--- config.mk ---
export PLATFORM = sky130hd
export DESIGN_NAME = acs_seq
export DESIGN_NICKNAME = d
export VERILOG_FILES = /design/src/hw/acs_pkg.sv /design/src/hw/acs_clkdiv.sv /design/src/hw/acs_seq.sv
export SDC_FILE = /design/constraint.sdc
export NUM_CORES = 1
export LEC_CHECK = 0
export BUFFER_PORTS_ARGS = -buffer_cell sky130_fd_sc_hd__clkbuf_2
export CAP_MARGIN = 15
export CORE_AREA = 2 2 95 97
export DETAILED_ROUTE_END_ITERATION = 7
export DIE_AREA = 0 0 97 99
export MAX_ROUTING_LAYER = met4
export PLACE_DENSITY = 0.81
export SYNTH_ARGS = -nofsm -noshare
export SYNTH_HDL_FRONTEND = slang
export SYNTH_SLANG_ARGS = --single-unit
export TNS_END_PERCENT = 5
--- constraint.sdc ---
create_clock -name pclk -period 4.7 [get_ports pclk]
set_input_delay 0.705 -clock pclk [delete_from_list [all_inputs] [get_ports pclk]]
set_output_delay 0.705 -clock pclk [all_outputs]
set_load 0.01 [all_outputs]
--- src/hw/acs_pkg.sv ---
package acs_pkg;
    // register byte offsets
    localparam logic [11:0] ACS_OFF_CTRL0  = 12'h000;
    localparam logic [11:0] ACS_OFF_CTRL1  = 12'h004;
    localparam logic [11:0] ACS_OFF_STATUS = 12'h008;
    localparam logic [11:0] ACS_OFF_IFG    = 12'h00C;
    localparam logic [11:0] ACS_OFF_IMASK  = 12'h010;
    localparam logic [11:0] ACS_OFF_RESULT = 12'h014;
    localparam logic [11:0] ACS_OFF_CLKSYS = 12'h018;

    // conv_control_0 fields
    localparam int ACS_C0_SC  = 0;
    localparam int ACS_C0_ENC = 1;
    localparam int ACS_C0_ON  = 4;
    // conv_control_1 fields
    localparam int ACS_C1_SHP    = 0;
    localparam int ACS_C1_SEQ_LO = 1;
    localparam int ACS_C1_SEL_LO = 3;
    localparam int ACS_C1_DIV_LO = 5;
    // status fields
    localparam int ACS_ST_BUSY = 0;
    localparam int ACS_ST_HANG = 1;
    // flag fields
    localparam int ACS_IF_DONE = 0;
    localparam int ACS_IF_TOV  = 1;
    localparam int ACS_IF_SEQ  = 2;
    // clock_system_ctrl_4 field
    localparam int ACS_CS_SUBOFF = 0;

    localparam logic [1:0] ACS_SEQ_SINGLE     = 2'h0;
    localparam logic [1:0] ACS_SEQ_SEQUENCE   = 2'h1;
    localparam logic [1:0] ACS_SEQ_REP_SINGLE = 2'h2;
    localparam logic [1:0] ACS_SEQ_REP_SEQ    = 2'h3;
    localparam logic [1:0] ACS_CLK_SUBSYS     = 2'h3;
    localparam logic [2:0] ACS_DIV_RESET      = 3'h0;

    localparam int         ACS_FLAG_W         = 3;
    localparam int         ACS_RES_W          = 12;
    localparam logic [3:0] ACS_SAMPLE_CYCLES  = 4'h4;
    localparam logic [3:0] ACS_CONVERT_CYCLES = 4'hD;
    localparam logic [2:0] ACS_SEQ_LAST_CH    = 3'h3;
    localparam logic [3:0] ACS_CNT_ONE        = 4'h1;
    localparam logic [2:0] ACS_DIV_ZERO       = 3'h0;

    typedef enum logic [1:0] {ACS_IDLE, ACS_SAMPLE, ACS_CONVERT} acs_state_t;
endpackage : acs_pkg

--- src/hw/acs_clkdiv.sv ---
`timescale 1ns/1ps
module acs_clkdiv
    import acs_pkg::*;
(
    // clock and reset
    input  wire logic       pclk,
    input  wire logic       presetn,
    input  wire logic       ce,
    // control
    input  wire logic       run,
    input  wire logic [2:0] div,
    // tick out
    output logic            tick
);
    logic [2:0] cnt_r;

    // one tick every div+1 enabled cycles while running
    always_ff @(posedge pclk or negedge presetn) begin
        if (!presetn) begin
            cnt_r <= ACS_DIV_ZERO;
            tick  <= 1'b0;
        end else if (ce) begin
            if (!run) begin
                cnt_r <= ACS_DIV_ZERO;
                tick  <= 1'b0;
            end else if (cnt_r >= div) begin
                cnt_r <= ACS_DIV_ZERO;
                tick  <= 1'b1;
            end else begin
                cnt_r <= cnt_r + 3'h1;
                tick  <= 1'b0;
            end
        end
    end
endmodule : acs_clkdiv

--- src/hw/acs_seq.sv ---
// Implementation choices: the placing of the registers and register access over APB.
`timescale 1ns/1ps
module acs_seq
    import acs_pkg::*;
(
    // clock and reset
    input  wire logic        pclk,
    input  wire logic        presetn,
    input  wire logic        ce,
    // apb slave
    input  wire logic        psel,
    input  wire logic        penable,
    input  wire logic        pwrite,
    input  wire logic [11:0] paddr,
    input  wire logic [31:0] pwdata,
    input  wire logic [3:0]  pstrb,
    output logic [31:0]      prdata,
    output logic             pready,
    output logic             pslverr,
    // converter side
    input  wire logic        timer_trig,
    input  wire logic        subsys_clk_tick,
    input  wire logic        alt_clk_tick,
    input  wire logic [11:0] sample_value,
    // status outputs
    output logic             busy,
    output logic             irq,
    output logic             result_valid,
    output logic [11:0]      result_ch_r
);
    acs_state_t              state_r;
    logic                    enc_r;
    logic                    on_r;
    logic                    shp_r;
    logic [1:0]              seq_r;
    logic [1:0]              sel_r;
    logic [2:0]              div_r;
    logic                    suboff_r;
    logic [ACS_FLAG_W-1:0]   ifg_r;
    logic [ACS_FLAG_W-1:0]   mask_r;
    logic [ACS_RES_W-1:0]    result_r;
    logic [2:0]              ch_r;
    logic [3:0]              cnt_r;
    logic                    armed_r;
    logic                    trig_m_r;
    logic                    trig_s_r;
    logic                    trig_d_r;
    logic [11:0]             smp_m_r;
    logic [11:0]             smp_s_r;
    logic                    pending_r;

    logic                    wr_en;
    logic                    rd_en;
    logic                    mapped;
    logic                    wr_c0;
    logic                    wr_c1;
    logic                    timer_edge;
    logic                    sw_start;
    logic                    start_req;
    logic                    conv_tick;
    logic                    div_tick;
    logic                    div_hold;
    logic                    done_evt;
    logic                    tov_evt;
    logic                    seq_end_evt;
    logic                    more;
    logic [ACS_FLAG_W-1:0]   set_vec;
    logic [ACS_FLAG_W-1:0]   clr_vec;
    logic [31:0]             rd_mux;

    assign wr_en  = psel && penable && pwrite;
    assign rd_en  = psel && !penable && !pwrite;
    assign mapped = (paddr == ACS_OFF_CTRL0) || (paddr == ACS_OFF_CTRL1) ||
                    (paddr == ACS_OFF_STATUS) || (paddr == ACS_OFF_IFG) ||
                    (paddr == ACS_OFF_IMASK) || (paddr == ACS_OFF_RESULT) ||
                    (paddr == ACS_OFF_CLKSYS);
    assign wr_c0  = wr_en && pstrb[0] && (paddr == ACS_OFF_CTRL0);
    assign wr_c1  = wr_en && pstrb[0] && (paddr == ACS_OFF_CTRL1) && !enc_r;

    // trigger and sample inputs pass two flip-flops first
    always_ff @(posedge pclk or negedge presetn) begin
        if (!presetn) begin
            trig_m_r <= 1'b0;
            trig_s_r <= 1'b0;
            trig_d_r <= 1'b0;
            smp_m_r  <= 12'h000;
            smp_s_r  <= 12'h000;
        end else if (ce) begin
            trig_m_r <= timer_trig;
            trig_s_r <= trig_m_r;
            trig_d_r <= trig_s_r;
            smp_m_r  <= sample_value;
            smp_s_r  <= smp_m_r;
        end
    end

    assign timer_edge = trig_s_r && !trig_d_r;
    assign sw_start   = wr_c0 && pwdata[ACS_C0_SC] && pwdata[ACS_C0_ENC] && !shp_r;
    // timer starts need an armed capture, armed only by setting enable
    assign start_req  = on_r && enc_r && ((shp_r && timer_edge && armed_r) || sw_start);
    // select 11 runs conversion from subsystem clock ticks
    assign conv_tick  = (sel_r == ACS_CLK_SUBSYS) ? (subsys_clk_tick && !suboff_r) : alt_clk_tick;
    // the divider holds its tick between conversion ticks; count each one once
    assign div_tick   = div_hold && conv_tick;
    assign more       = (seq_r == ACS_SEQ_REP_SINGLE) || (seq_r == ACS_SEQ_REP_SEQ) ||
                        ((seq_r == ACS_SEQ_SEQUENCE) && (ch_r != ACS_SEQ_LAST_CH));
    assign done_evt   = (state_r == ACS_CONVERT) && div_tick && (cnt_r == ACS_CNT_ONE);
    assign tov_evt    = start_req && (state_r != ACS_IDLE);
    assign seq_end_evt = done_evt && (seq_r == ACS_SEQ_SEQUENCE) && (ch_r == ACS_SEQ_LAST_CH);

    // divider counts only while a conversion runs; odd settings are safe here
    acs_clkdiv u_div (
        .pclk    (pclk),
        .presetn (presetn),
        .ce      (ce && conv_tick),
        .run     (state_r != ACS_IDLE),
        .div     (div_r),
        .tick    (div_hold)
    );

    // control registers
    always_ff @(posedge pclk or negedge presetn) begin
        if (!presetn) begin
            enc_r    <= 1'b0;
            on_r     <= 1'b0;
            shp_r    <= 1'b0;
            seq_r    <= ACS_SEQ_SINGLE;
            sel_r    <= 2'h0;
            div_r    <= ACS_DIV_RESET;
            suboff_r <= 1'b0;
            mask_r   <= '0;
        end else if (ce) begin
            if (wr_c0) begin
                on_r  <= pwdata[ACS_C0_ON];
                // enable needs power; clearing both leaves a clean idle core
                enc_r <= pwdata[ACS_C0_ENC] && pwdata[ACS_C0_ON];
            end
            if (wr_c1) begin
                shp_r <= pwdata[ACS_C1_SHP];
                seq_r <= pwdata[ACS_C1_SEQ_LO +: 2];
                sel_r <= pwdata[ACS_C1_SEL_LO +: 2];
                div_r <= pwdata[ACS_C1_DIV_LO +: 3];
            end
            if (wr_en && pstrb[0] && (paddr == ACS_OFF_CLKSYS))
                suboff_r <= pwdata[ACS_CS_SUBOFF];
            if (wr_en && pstrb[0] && (paddr == ACS_OFF_IMASK))
                mask_r <= pwdata[ACS_FLAG_W-1:0];
        end
    end

    // capture arming: a rising enable arms, other writes never do
    always_ff @(posedge pclk or negedge presetn) begin
        if (!presetn) begin
            armed_r <= 1'b0;
        end else if (ce) begin
            if (wr_c0 && !(pwdata[ACS_C0_ENC] && pwdata[ACS_C0_ON]))
                armed_r <= 1'b0;
            else if (wr_c0 && !enc_r)
                armed_r <= 1'b1;
            else if (start_req && (state_r == ACS_IDLE) && (seq_r == ACS_SEQ_SINGLE))
                armed_r <= 1'b0;
        end
    end

    // conversion state machine
    always_ff @(posedge pclk or negedge presetn) begin
        if (!presetn) begin
            state_r   <= ACS_IDLE;
            cnt_r     <= 4'h0;
            ch_r      <= 3'h0;
            pending_r <= 1'b0;
        end else if (ce) begin
            if (!on_r || !enc_r) begin
                state_r   <= ACS_IDLE;
                pending_r <= 1'b0;
                ch_r      <= 3'h0;
            end else begin
                unique case (state_r)
                    ACS_IDLE: begin
                        if (start_req || pending_r) begin
                            state_r   <= ACS_SAMPLE;
                            cnt_r     <= ACS_SAMPLE_CYCLES;
                            pending_r <= 1'b0;
                        end
                    end
                    ACS_SAMPLE: begin
                        if (start_req)
                            pending_r <= 1'b1;
                        if (div_tick) begin
                            if (cnt_r == ACS_CNT_ONE) begin
                                state_r <= ACS_CONVERT;
                                cnt_r   <= ACS_CONVERT_CYCLES;
                            end else begin
                                cnt_r <= cnt_r - 4'h1;
                            end
                        end
                    end
                    ACS_CONVERT: begin
                        if (start_req)
                            pending_r <= 1'b1;
                        if (div_tick) begin
                            if (cnt_r == ACS_CNT_ONE) begin
                                if (more) begin
                                    state_r <= ACS_SAMPLE;
                                    cnt_r   <= ACS_SAMPLE_CYCLES;
                                    ch_r    <= (ch_r == ACS_SEQ_LAST_CH) ? 3'h0 : ch_r + 3'h1;
                                end else begin
                                    state_r <= ACS_IDLE;
                                    ch_r    <= 3'h0;
                                end
                            end else begin
                                cnt_r <= cnt_r - 4'h1;
                            end
                        end
                    end
                endcase
            end
        end
    end

    // result capture and busy flag
    always_ff @(posedge pclk or negedge presetn) begin
        if (!presetn) begin
            result_r     <= '0;
            result_ch_r  <= 12'h000;
            result_valid <= 1'b0;
            busy         <= 1'b0;
        end else if (ce) begin
            result_valid <= done_evt;
            if (done_evt) begin
                result_r    <= smp_s_r;
                result_ch_r <= {9'h000, ch_r};
            end
            busy <= on_r && enc_r && ((state_r != ACS_IDLE && !(done_evt && !more && !pending_r)) ||
                    start_req || pending_r);
        end
    end

    // sticky flags, write one to clear; a set wins over a clear
    assign set_vec = {seq_end_evt, tov_evt, done_evt};
    assign clr_vec = (wr_en && pstrb[0] && (paddr == ACS_OFF_IFG)) ? pwdata[ACS_FLAG_W-1:0] : '0;

    always_ff @(posedge pclk or negedge presetn) begin
        if (!presetn) begin
            ifg_r <= '0;
            irq   <= 1'b0;
        end else if (ce) begin
            ifg_r <= (ifg_r & ~clr_vec) | set_vec;
            irq   <= |(((ifg_r & ~clr_vec) | set_vec) & mask_r);
        end
    end

    always_comb begin
        rd_mux = 32'h0000_0000;
        unique case (paddr)
            ACS_OFF_CTRL0:  rd_mux[ACS_C0_ON:0] = {on_r, 2'h0, enc_r, 1'b0};
            ACS_OFF_CTRL1:  rd_mux[ACS_C1_DIV_LO+2:0] = {div_r, sel_r, seq_r, shp_r};
            ACS_OFF_STATUS: rd_mux[ACS_ST_HANG:0] = {1'b0, busy};
            ACS_OFF_IFG:    rd_mux[ACS_FLAG_W-1:0] = ifg_r;
            ACS_OFF_IMASK:  rd_mux[ACS_FLAG_W-1:0] = mask_r;
            ACS_OFF_RESULT: rd_mux[ACS_RES_W-1:0] = result_r;
            ACS_OFF_CLKSYS: rd_mux[ACS_CS_SUBOFF] = suboff_r;
            default:        rd_mux = 32'h0000_0000;
        endcase
    end

    // apb: read data registered in setup, one-cycle access phase
    always_ff @(posedge pclk or negedge presetn) begin
        if (!presetn) begin
            prdata  <= 32'h0000_0000;
            pready  <= 1'b0;
            pslverr <= 1'b0;
        end else if (ce) begin
            pready  <= psel && !penable;
            pslverr <= psel && !penable && !mapped;
            if (rd_en)
                prdata <= rd_mux;
        end
    end
endmodule : acs_seq

==> flow_summary.yaml <==
clock_tree:
  clkTransAtPathRegs_ns: 0.09
  cts_hold_buffers: 0
  cts_max_level: 3
  cts_tree: "built"
  cts.sinks: 91
  root_buffer: "clkbuf_8"
  cts_buffers: 9
  cts.path.max_buffers: 2
  cts_resized: 0
  post_cts_buffers: 0
  clock_latency_ns: 0.36
synth:
  yosysUniqueCellTypes: 58
  synth-warning-count: 0
  yosysSeqAreaShare: 0.496
  synth-edff-count: 0
  synth_cells: 408
  async_reset_ff_frac: 1.00
  avgSynthCellArea_um2: 11.3
  mappedNetlistArea_um2: 4590
  synth-main-ff-cell: "dfrtp_1"
  yosys_register_bits: 91
floorplanning:
  initial_core_util: 0.537
  core_um2: 8550
  dieHeight_um: 99
  die_x_um: 97
  rows: 34
  dieArea_um2: 9600
  io_pins: 118
global_routing:
  grt_antenna_before_repair: 0
  overflow: 0
  grt_pass1_wl_um: 15800
  grt_pass1_vias: 3266
  grt_max_degree: 50
  globalRouteTotalUtil: 0.209
timing:
  fin_tns_setup_ns: 0
  setup_viol_count_final: 0
  fmax_ghz: 0.414
  fin_crit_ns: 2.42
  rsz0062_at_grt: "false"
  hold_viol: 0
  maxSlewViolCount: 0
  relSlewSlack: 0.454
  finalCritPeriodShare: 0.514
  worst_clock_skew_ns: 0.0143
  tightest_slew_ns: 0.819
power_and_ir_drop:
  seqPwrFrac: 0.571
  combPwrFrac: 0.075
  clockPowerShare: 0.353
  fin_total_pwr_uw: 1460
  internal-power_uw: 1080
  p_leak_uw: 0.00243
  swShare: 0.260
  power_density_nw_per_um2: 288
  p_sw_uw: 378
  vdd_drop_max_uv: 165
placed_design:
  post-place-cells: 561
  gp_congestion: 0.942
  dp_hpwl_um: 7020
  io_buffers: 61
outcome:
  status: "finished clean"
flow_run:
  maxCapViolations: 0
finish:
  final_common_cell: "dfrtp_1"
  drive_gt1_frac: 0.309
  finalNonFillerCells: 577
  diodes: 0
  area_growth_pct: 9.94
  layout.nets: 544
  post-route-util: 0.591
  fillers: 702
  final_cell_mix: "dfrtp_1, clkbuf_2, mux2_2"
setup_path:
  cpMostUsedCell: "and3_1"
  cp_max_fo: 15
  required_ns: 4.94
  cp_data_arrival_time_ns: 2.66
  path_cells: "clkbuf_2 -> nor4_2 -> and3_1 -> and3_1 -> nand4b_4 -> mux2_2"
  cpPeakStageDelay_ns: 0.58
  crit_type: "input port to register"
  critical_path.slowest_cell: "and3_1"
  start_kind: "input port"
  end_kind: "register"
route:
  vias: 3303
  ant_nets: 0
  dr.pass1.iters: 4
  wl_per_cell_um: 16.4
  drc: 0
  viasPerCell: 5.72
  routed_wl_um: 9470
  drt-initial-drc-count: 171
hold_path:
  min_path_type: "input port to async pin"
==> stage by stage <==
step / instance area, um2 / setup WS, ns / hold slack (ns)
2_1_floorplan: 4700 / 2.59 / 0.409
3_3_place_gp: 4860 / 1.94 / 0.469
3_5_place_dp: 4860 / 1.91 / 0.477
4_1_cts: 5050 / 2.30 / 0.365
5_1_grt: 5050 / 2.04 / 0.396
6_report: 5050 / 2.28 / 0.352
==> cell usage after synthesis (3+ instances only) <==
library cell | number | area (um2)
a21oi_1 | 11 | 55.1
a22oi_1 | 7 | 52.6
a2bb2oi_1 | 3 | 26.3
a31oi_1 | 4 | 25.0
a41oi_1 | 3 | 26.3
and3_1 | 3 | 18.8
buf_1 | 3 | 11.3
buf_2 | 7 | 35.0
buf_4 | 31 | 233
clkbuf_1 | 5 | 18.8
dfrtp_1 | 91 | 2280
ha_1 | 11 | 138
inv_1 | 16 | 60.1
mux2_2 | 57 | 642
mux2i_1 | 3 | 30.0
nand2_1 | 35 | 131
nand2b_1 | 5 | 31.3
nand3_1 | 4 | 20.0
nand4_1 | 9 | 56.3
nor2_1 | 15 | 56.3
nor2b_1 | 4 | 25.0
o211ai_1 | 8 | 60.1
o21ai_0 | 24 | 120
==> cells by family (layout without fill, tap and decap cells) <==
kind of cell               after synthesis  in the layout  synth area share
DFF                                     91             91             0.496
adders and majority gates               11             11            0.0300
other                                    1             29          0.000816
AOI/OAI and AO/OA                       88             88             0.138
and+or+nand+nor                         95             95             0.111
buffers and inverters                   62             95            0.0779
muxes                                   60             60             0.146
==> layout make-up <==
type,instances,area [um2],share of cell area
Clock buffer,10,138,0.0272
Clock inverter,6,53.8,0.0107
Inverter,16,60.1,0.0119
Multi-Input combinational cell,283,2060,0.409
Sequential cell,91,2280,0.451
Tap cell,108,135,0.0268
Timing Repair Buffer,63,323,0.0639
==> power by group through the flow <==
| stage | Sequential [uW] | Clock [uW] | Combinational (uW) |
|---|---|---|---|
| 2_1_floorplan | 842 | 0 | 81.2 |
| 3_3_place_gp | 845 | 0 | 107 |
| 3_5_place_dp | 848 | 0 | 111 |
| 4_1_cts | 832 | 523 | 111 |
| 5_1_grt | 836 | 555 | 122 |
| 6_report | 832 | 514 | 110 |
==> per-layer routing <==
metal  track usage  vias to the layer above  routed length [um]
li1              -                     1540                   -
met1         0.265                     1626                4080
met2         0.342                      116                4730
met3        0.0305                       21                 450
met4        0.0813                        0                 216
met5             -                        -                   0
==> state kept, by name, summed over array words and instances (netlist names), 4 cells and up <==
name,cells
result_r,12
prdata,12
cnt_r,4
smp_m_r,12
smp_s_r,12
==> worst paths after layout <==
check / cells past startpoint / endpoint / from / slack, ns
worst max-delay path: 6 / sel_r[0] / paddr[7] / 2.28
worst min-delay path: 1 / result_ch_r[1] / presetn / 0.35
worst max register to register: 7 / irq / cnt_r[1] / 2.30
worst min register to register: 2 / prdata[9] / prdata[9] / 0.49
max in group asynchronous: 2 / suboff_r / presetn / 3.38
min in group pclk: 2 / prdata[9] / prdata[9] / 0.49
==> critical path, delay by kind of cell <==
kind                   cells  cell delay [ns]
and+or+nand+nor            4             1.52
muxes                      1             0.33
buffers and inverters      1             0.09
No activity file was read; power rests on OpenSTA's default activity.
